`src/ttylc_defines.vh`:
```
// constants for the teletype line controller
`ifndef TTYLC_DEFINES_VH
`define TTYLC_DEFINES_VH
`define TTYLC_CLK_HZ 100000000
`define TTYLC_TB_HZ 28160
// bit period 9.09 ms in microseconds
`define TTYLC_BIT_US 9090
// timebase ticks per bit: 28160 * 9090 / 1e6 = 255.97 -> 256 (nearest)
`define TTYLC_BIT_TICKS ((`TTYLC_TB_HZ * `TTYLC_BIT_US + 500000) / 1000000)
// hit guard 4.5 ms in microseconds, least time, rounded up in ticks
`define TTYLC_HIT_US 4500
`define TTYLC_HIT_TICKS ((`TTYLC_TB_HZ * `TTYLC_HIT_US + 999999) / 1000000)
`define TTYLC_FRAME_BITS 11
`define TTYLC_DATA_BITS 8
`define TTYLC_PORTS 4
`define TTYLC_BUF_RESET 8'h00
`endif

```
`src/ttylc_fifo.v`:
```
// hand-off queue module is kept in the line controller file, so all logic sits in one file

```
`src/ttylc_line_controller.v`:
```
// teletype line controller: buffer, serialiser, receiver and line register
`timescale 1ns/1ps
`include "ttylc_defines.vh"
module ttylc_line_controller #(
   parameter PORTS = `TTYLC_PORTS,
   parameter FIFO_DEPTH = 16
) (
   // clock and reset
   input wire mclk,
   input wire rst_n,
   // channel side load
   input wire lineBufferClear_n,
   input wire bufferTransferGate,
   input wire [7:0] channelBuffer,
   input wire transmitGo_n,
   input wire [PORTS-1:0] portEnableStatus,
   input wire goodParityMessage,
   // channel side reply
   output reg [7:0] lineRegister,
   output reg charReady_n,
   output reg demandInterrupt_n,
   output reg lineState_n,
   output reg [PORTS-1:0] portAlarmOut,
   // ports
   input wire bitTimebase,
   input wire [PORTS-1:0] portReceive,
   input wire [PORTS-1:0] portAlarm,
   output reg [PORTS-1:0] portTransmit
);
   localparam integer BIT_TICKS_I = `TTYLC_BIT_TICKS;
   localparam integer HIT_TICKS_I = `TTYLC_HIT_TICKS;
   localparam integer LAST_BIT_I = `TTYLC_FRAME_BITS - 1;
   localparam [8:0] BIT_TICKS = BIT_TICKS_I[8:0];
   localparam [8:0] HIT_TICKS = HIT_TICKS_I[8:0];
   localparam [8:0] HALF_TICKS = BIT_TICKS >> 1;
   localparam [3:0] LAST_BIT = LAST_BIT_I[3:0];
   localparam [1:0] ST_IDLE = 2'd0;
   localparam [1:0] ST_SEND = 2'd1;
   localparam [1:0] ST_HUNT = 2'd2;
   localparam [1:0] ST_RECV = 2'd3;

   // three-stage sync on every foreign input
   reg [2:0] tbSync_q;
   reg [PORTS-1:0] rxS1_q, rxS2_q, rxS3_q;
   reg [PORTS-1:0] alS1_q, alS2_q, alS3_q;
   reg tbLevel_q;
   reg [PORTS-1:0] rxLevel_q;
   always @(posedge mclk) begin
      if (!rst_n) begin
         tbSync_q <= 3'h0;
         rxS1_q <= {PORTS{1'b1}};
         rxS2_q <= {PORTS{1'b1}};
         rxS3_q <= {PORTS{1'b1}};
         alS1_q <= {PORTS{1'b0}};
         alS2_q <= {PORTS{1'b0}};
         alS3_q <= {PORTS{1'b0}};
         tbLevel_q <= 1'b0;
         rxLevel_q <= {PORTS{1'b1}};
      end else begin
         tbSync_q <= {tbSync_q[1:0], bitTimebase};
         rxS1_q <= portReceive;
         rxS2_q <= rxS1_q;
         rxS3_q <= rxS2_q;
         alS1_q <= portAlarm;
         alS2_q <= alS1_q;
         alS3_q <= alS2_q;
         if (tbSync_q[1] == tbSync_q[2]) begin
            tbLevel_q <= tbSync_q[2];
         end
         rxLevel_q <= (rxS2_q & rxS3_q) | (rxLevel_q & (rxS2_q ^ rxS3_q));
      end
   end
   wire tbSettled = (tbSync_q[1] == tbSync_q[2]);
   wire tick = tbSettled && tbSync_q[2] && !tbLevel_q;

   // go strobe edge, same domain
   reg goPrev_q;
   wire goFall = !transmitGo_n && goPrev_q;

   reg [1:0] state_q;
   reg [7:0] lineBuf_q;
   reg [8:0] tickCnt_q;
   reg [3:0] bitIdx_q;
   reg [1:0] rxPort_q;
   reg [PORTS-1:0] sendMask_q;
   reg txBit_q;
   reg handover_q;

   // hand-off of finished characters to the line register
   wire fifoInReady;
   wire fifoOutValid;
   wire [7:0] fifoOutData;
   wire frameDone = (state_q == ST_SEND || state_q == ST_RECV) && tick
      && tickCnt_q == BIT_TICKS - 1'b1 && bitIdx_q == LAST_BIT;
   wire fifoPop = fifoOutValid && charReady_n && !handover_q;

   ttylc_fifo #(
      .WIDTH(8),
      .DEPTH(FIFO_DEPTH),
      .AW(4)
   ) charFifo (
      .mclk(mclk),
      .rst_n(rst_n),
      .inValid(frameDone),
      .inReady(fifoInReady),
      .inData(lineBuf_q),
      .outValid(fifoOutValid),
      .outReady(fifoPop),
      .outData(fifoOutData)
   );

   // lowest port showing space starts a hunt
   reg [1:0] spacePort;
   reg anySpace;
   integer i;
   always @* begin
      spacePort = 2'd0;
      anySpace = 1'b0;
      for (i = PORTS - 1; i >= 0; i = i - 1) begin
         if (!rxLevel_q[i]) begin
            spacePort = i[1:0];
            anySpace = 1'b1;
         end
      end
   end
   wire rxBit = rxLevel_q[rxPort_q];

   always @(posedge mclk) begin
      if (!rst_n) begin
         state_q <= ST_IDLE;
         lineBuf_q <= `TTYLC_BUF_RESET;
         tickCnt_q <= 9'h000;
         bitIdx_q <= 4'h0;
         rxPort_q <= 2'd0;
         sendMask_q <= {PORTS{1'b0}};
         txBit_q <= 1'b1;
         goPrev_q <= 1'b1;
      end else begin
         goPrev_q <= transmitGo_n;
         case (state_q)
            ST_IDLE: begin
               txBit_q <= 1'b1;
               tickCnt_q <= 9'h000;
               bitIdx_q <= 4'h0;
               if (!lineBufferClear_n) begin
                  lineBuf_q <= `TTYLC_BUF_RESET;
               end else if (bufferTransferGate) begin
                  lineBuf_q <= channelBuffer;
               end
               // hold off hunts and ignore go strobes while the hand-off queue is full
               if (goFall && fifoInReady) begin
                  state_q <= ST_SEND;
                  sendMask_q <= portEnableStatus;
                  txBit_q <= 1'b0;
               end else if (anySpace && fifoInReady) begin
                  state_q <= ST_HUNT;
                  rxPort_q <= spacePort;
               end
            end
            ST_SEND: begin
               if (tick) begin
                  if (tickCnt_q == BIT_TICKS - 1'b1) begin
                     tickCnt_q <= 9'h000;
                     bitIdx_q <= bitIdx_q + 1'b1;
                     if (bitIdx_q == LAST_BIT) begin
                        state_q <= ST_IDLE;
                     end else if (bitIdx_q < `TTYLC_DATA_BITS) begin
                        txBit_q <= lineBuf_q[0];
                        lineBuf_q <= {lineBuf_q[0], lineBuf_q[7:1]};
                     end else begin
                        txBit_q <= 1'b1;
                     end
                  end else begin
                     tickCnt_q <= tickCnt_q + 1'b1;
                  end
               end
            end
            ST_HUNT: begin
               // start bit qualification against noise hits
               if (rxBit) begin
                  state_q <= ST_IDLE;
               end else if (tick) begin
                  if (tickCnt_q == HIT_TICKS) begin
                     state_q <= ST_RECV;
                     // now at middle of start bit; sample mid-bit from here
                     tickCnt_q <= HIT_TICKS + 1'b1;
                     bitIdx_q <= 4'h0;
                     sendMask_q <= portEnableStatus & ~({{(PORTS-1){1'b0}}, 1'b1} << rxPort_q);
                     txBit_q <= 1'b0;
                  end else begin
                     tickCnt_q <= tickCnt_q + 1'b1;
                  end
               end
            end
            default: begin
               if (tick) begin
                  if (tickCnt_q == BIT_TICKS - 1'b1) begin
                     tickCnt_q <= 9'h000;
                     bitIdx_q <= bitIdx_q + 1'b1;
                     if (bitIdx_q == LAST_BIT) begin
                        state_q <= ST_IDLE;
                     end
                  end else begin
                     tickCnt_q <= tickCnt_q + 1'b1;
                  end
                  // mid-bit sample, one per bit
                  if (tickCnt_q == HALF_TICKS) begin
                     if (bitIdx_q >= 4'd1 && bitIdx_q <= `TTYLC_DATA_BITS) begin
                        lineBuf_q <= {rxBit, lineBuf_q[7:1]};
                     end
                     txBit_q <= (bitIdx_q == 4'd0) ? 1'b0 : rxBit;
                  end
               end
            end
         endcase
      end
   end

   // outputs and line register
   always @(posedge mclk) begin
      if (!rst_n) begin
         lineRegister <= 8'h00;
         charReady_n <= 1'b1;
         demandInterrupt_n <= 1'b1;
         lineState_n <= 1'b1;
         portAlarmOut <= {PORTS{1'b0}};
         portTransmit <= {PORTS{1'b1}};
         handover_q <= 1'b0;
      end else begin
         // alarm level only moves once the last two sync stages agree
         portAlarmOut <= (alS3_q & alS2_q) | (portAlarmOut & (alS3_q ^ alS2_q));
         lineState_n <= (state_q == ST_IDLE) && !goFall;
         if (state_q == ST_SEND || state_q == ST_RECV) begin
            portTransmit <= ~sendMask_q | {PORTS{txBit_q}};
         end else begin
            portTransmit <= {PORTS{1'b1}};
         end
         if (fifoPop) begin
            lineRegister <= fifoOutData;
            charReady_n <= 1'b0;
         end else if (!charReady_n && goodParityMessage) begin
            charReady_n <= 1'b1;
            demandInterrupt_n <= 1'b0;
            handover_q <= 1'b1;
         end else begin
            demandInterrupt_n <= 1'b1;
            handover_q <= 1'b0;
         end
      end
   end
endmodule

// small synchronous fifo with valid/ready on both sides
module ttylc_fifo #(
   parameter WIDTH = 8,
   parameter DEPTH = 16,
   parameter AW = 4
) (
   // clock and reset
   input wire mclk,
   input wire rst_n,
   // fill side
   input wire inValid,
   output wire inReady,
   input wire [WIDTH-1:0] inData,
   // drain side
   output wire outValid,
   input wire outReady,
   output wire [WIDTH-1:0] outData
);
   reg [WIDTH-1:0] mem [0:DEPTH-1];
   reg [AW-1:0] wrPtr_q;
   reg [AW-1:0] rdPtr_q;
   reg [AW:0] count_q;
   wire doWr = inValid && inReady;
   wire doRd = outValid && outReady;
   assign inReady = (count_q != DEPTH[AW:0]);
   assign outValid = (count_q != {(AW+1){1'b0}});
   assign outData = mem[rdPtr_q];
   always @(posedge mclk) begin
      if (doWr) begin
         mem[wrPtr_q] <= inData;
      end
   end
   always @(posedge mclk) begin
      if (!rst_n) begin
         wrPtr_q <= {AW{1'b0}};
         rdPtr_q <= {AW{1'b0}};
         count_q <= {(AW+1){1'b0}};
      end else begin
         if (doWr) begin
            wrPtr_q <= (wrPtr_q == DEPTH[AW-1:0] - 1'b1) ? {AW{1'b0}} : wrPtr_q + 1'b1;
         end
         if (doRd) begin
            rdPtr_q <= (rdPtr_q == DEPTH[AW-1:0] - 1'b1) ? {AW{1'b0}} : rdPtr_q + 1'b1;
         end
         if (doWr && !doRd) begin
            count_q <= count_q + 1'b1;
         end else if (doRd && !doWr) begin
            count_q <= count_q - 1'b1;
         end
      end
   end
endmodule

```
`config.mk`:
```
export PLATFORM = sky130hd
export DESIGN_NAME = ttylc_line_controller
export DESIGN_NICKNAME = d
export VERILOG_FILES = /design/src/ttylc_fifo.v /design/src/ttylc_line_controller.v
export VERILOG_INCLUDE_DIRS = /design/src
export SDC_FILE = /design/constraint.sdc
export NUM_CORES = 1
export LEC_CHECK = 0
export BUFFER_PORTS_ARGS = -buffer_cell sky130_fd_sc_hd__buf_2
export CAP_MARGIN = 20
export CORE_ASPECT_RATIO = 0.75
export CORE_UTILIZATION = 55
export DETAILED_ROUTE_END_ITERATION = 16
export PLACE_DENSITY = 0.76
export SLEW_MARGIN = 20
export SYNTH_ARGS = -nofsm -noshare
export SYNTH_HDL_FRONTEND = slang
export SYNTH_SLANG_ARGS = --single-unit
```
`constraint.sdc`:
```
create_clock -name mclk -period 3.9 [get_ports mclk]
set_clock_uncertainty 0.1 [all_clocks]
set_input_delay 0.195 -clock mclk [delete_from_list [all_inputs] [get_ports mclk]]
set_output_delay 0.195 -clock mclk [all_outputs]
set_load 0.05 [all_outputs]
```
==> impl_metrics.ini <==
[global_route]
antenna_found_initial = 0
grt_pass1_vias = 5715
grt_overflow = 0
grtUsageTotal_pct = 24.4
grt_max_degree = 57
grt_pass1_wl_mm = 31.4

[pwr]
ir_drop_v = 0.000425
power.density_mw_per_mm2 = 671
switchingPower_uw = 2290
design_power_total_uw = 7050
combPwrFrac_pct = 25.9
power_leakage_uw = 0.00380
p_seq_share_pct = 45.3
netSwitchingFraction_pct = 32.5
internal-power_uw = 4760
p_clk_share_pct = 28.7

[route]
drtPass1Iterations = 5
drtIter0Drc = 485
post_drt_wl_per_cell_um = 20.3
vias = 5756
viasPerCell = 5.94
drt-total-wl_mm = 19.6
postRouteAntennaNets = 0
drc = 0

[sta]
hold_violations = 0
tns_ps = 0
fmax_ghz = 0.278
setup_violations = 0
maxSlewHeadroom_pct = 34.9
layout_min_cycle_time_ps = 3600
worst_slew_pin_slew_ps = 977
rsz0062_at_grt = no
period_share_pct = 92.2
finalMaxSlewViolations = 0

[finish]
diodes = 0
seqCellArea_mm2 = 0.00577
fillers = 1135
fin_nets = 802
multi_input_area_mm2 = 0.00314
layout-drive-gt1-share_pct = 19.8
final_util_pct = 65.4
area_growth_pct = 15.6

[synthesis]
synth_area_mm2 = 0.00909
ys_ff_latch = 224
syn_avg_cell_area_um2 = 13.6
synth_fp_nets = 727
synth_edf_count = 128
ys_warn_count = 0
synth_flop_cell = edfxtp_1
async_reset_ff_share_pct = 0
synth_area_leaders = edfxtp_1, dfxtp_1, mux4_2
postSynthCellCount = 668
ys_seq_area_share_pct = 63.4
yosysTopAreaCellShare_pct = 42.3
ys_types = 57
synth_top_cell_by_area = edfxtp_1

[worst_setup_path]
worst_ep_required_time_ps = 4230
crit_type = reg2reg
path_cells = ha_2, nand2_1, nor3_2, ha_1, inv_1, nor4_4, and2_1, ha_1, inv_1, fa_1, a21o_1, a21oi_1, xnor2_1, or3_1, a21oi_1
worst-path-buf-inv = 2
startpoint_type = flip-flop
path_max_fanout = 5
crit_path_end_kind = flip-flop
path_delay_family = simple AND/OR/NAND/NOR gates
slowest_stage = fa_1
worstPathArrival_ps = 3920
critPathMaxStageDelay_ps = 480

[clock_tree]
clkTransAtPathRegs_ps = 60
htreeDepth = 1
clock_path_buffers = 3
clock_latency_ps = 500
cts_made_buffers = 22
cts_tree = yes
postCtsSetupBuffers = 0
clock_sinks = 224
clockRootBuffer = clkbuf_16

[run]
max_cap_viol_count = 0

[floorplanning]
dieArea_mm2 = 0.0171
rows = 40
ios = 46
die_x_um = 150
die_h_um = 113
core-area_mm2 = 0.0161
start_util_pct = 56.6

[place]
gp_congestion = 0.853
io_buffers = 45
hpwl_mm = 12.8

[hold_path]
hp-class = in2reg

[run_status]
status = completed
==> metal layers <==
metal	GRT usage, %	share of wire [%]
met3	4.48	6.2
met4	5.52	1.8
met2	38.5	46
met1	35.2	46
met5	0	0
==> sequential cells by signal, indices dropped and copies added (netlist names), 3 cells and up <==
register	count
rxS1_q	4
alS3_q	4
tickCnt_q	9
portAlarmOut	4
sendMask_q	4
alS2_q	4
tbSync_q	3
charFifo.rdPtr_q	4
charFifo.wrPtr_q	4
lineBuf_q	8
lineRegister	8
charFifo.mem	128
rxS3_q	4
charFifo.count_q	5
portTransmit	4
rxS2_q	4
rxLevel_q	4
alS1_q	4
bitIdx_q	4
==> final timing paths <==
path | from | end | slack (ps) | cells past startpoint
max | tickCnt_q[0] | charFifo.count_q[4] | 300 | 15
min | channelBuffer[5] | lineBuf_q[5] | 9 | 3
max reg2reg | tickCnt_q[0] | charFifo.count_q[4] | 300 | 15
min reg2reg | sendMask_q[0] | portTransmit[0] | 280 | 1
==> synth_stat cells (10+ instances only) <==
master and number:
nand3_1 14, clkbuf_1 21, a22oi_1 23, inv_1 20, a21oi_1 34, ha_1 31
nor2_1 62, edfxtp_1 128, nand2b_1 21, and2_1 20, mux2i_1 10, a211oi_1 13
mux4_2 33, nand2_1 30, dfxtp_1 96
==> power by group through the flow <==
stage / Combinational (uW) / Clock [uW] / Sequential (uW)
finish: 1830 / 2030 / 3200
floorplan: 1240 / 0 / 3250
global route: 1980 / 2150 / 3240
global placement: 1710 / 0 / 3210
CTS: 1810 / 2050 / 3200
detailed placement: 1770 / 0 / 3250
==> final cells by class <==
cell class	instances	share of cell area (%)
Timing Repair Buffer	83	5.33
Clock inverter	6	0.309
Multi-Input combinational cell	391	29.9
Inverter	21	0.750
Clock buffer	34	6.34
Tap cell	210	2.50
Sequential cell	224	54.9
==> metrics by stage <==
step | cell area [um^2] | std cells | hold WS (ps) | setup WS (ps)
detailed placement | 9590 | 909 | 273 | 168
finish | 10500 | 969 | 8.72 | 303
CTS | 10500 | 969 | 3.35 | 99.9
global route | 10500 | 969 | 17.2 | 11.4
floorplan | 9090 | 668 | 196 | 99.8
global placement | 9590 | 909 | 269 | 269
==> worst register-to-register path, stage by stage, from the launching register on <==
cell     delay [ps]
dfxtp_1         400
ha_2            240
nand2_1         140
nor3_2          220
ha_1            200
inv_1            80
nor4_4          290
and2_1          190
ha_1            190
inv_1           110
fa_1            480
a21o_1          180
a21oi_1         170
xnor2_1          90
or3_1           310
a21oi_1         130
==> logic make-up after synthesis <==
logic type               count (synthesis)  share of synthesized area (%)
flip-flops                             224                           63.4
AND/OR/NAND/NOR                        185                           10.3
AO/OA/AOI/OAI                          121                           9.30
buffers and inverters                   53                           2.28
multiplexers                            43                           9.27
adder cells (fa/ha/maj)                 32                           4.48
XOR/XNOR                                10                          0.963
==> cells in the final DEF (no fill, tap or decap), types with 4 or more instances in the layout <==
cell type | synthesis | layout
mux4_2 | 33 | 33
a21oi_1 | 34 | 34
clkbuf_16 | 0 | 23
nor2b_1 | 5 | 5
ha_1 | 31 | 30
inv_1 | 20 | 20
clkbuf_1 | 21 | 6
a31o_2 | 8 | 8
clkinv_2 | 0 | 4
clkbuf_8 | 0 | 5
or3_1 | 5 | 5
xor2_1 | 6 | 6
and2_1 | 20 | 20
dlygate4sd3_1 | 0 | 20
nand2b_1 | 21 | 21
nor3_1 | 9 | 8
a22oi_1 | 23 | 23
a211o_1 | 5 | 5
buf_2 | 6 | 45
nand2_1 | 30 | 30
nand3_1 | 14 | 14
a31oi_1 | 5 | 5
dfxtp_1 | 96 | 94
edfxtp_1 | 128 | 128
mux2i_1 | 10 | 10
nor2_1 | 62 | 62
a211oi_1 | 13 | 13
xnor2_1 | 4 | 4
o21ai_0 | 9 | 9
buf_4 | 0 | 18
==> repair_timing <==
| item | CTS | global route |
|---|---|---|
| endpoints found under the setup margin | 0 | 1 |
| resized for setup | 0 | 4 |
| endpoints found under the hold margin | 22 | 0 |
| hold buffers | 20 | 0 |
(Power assumes the default switching activity.)
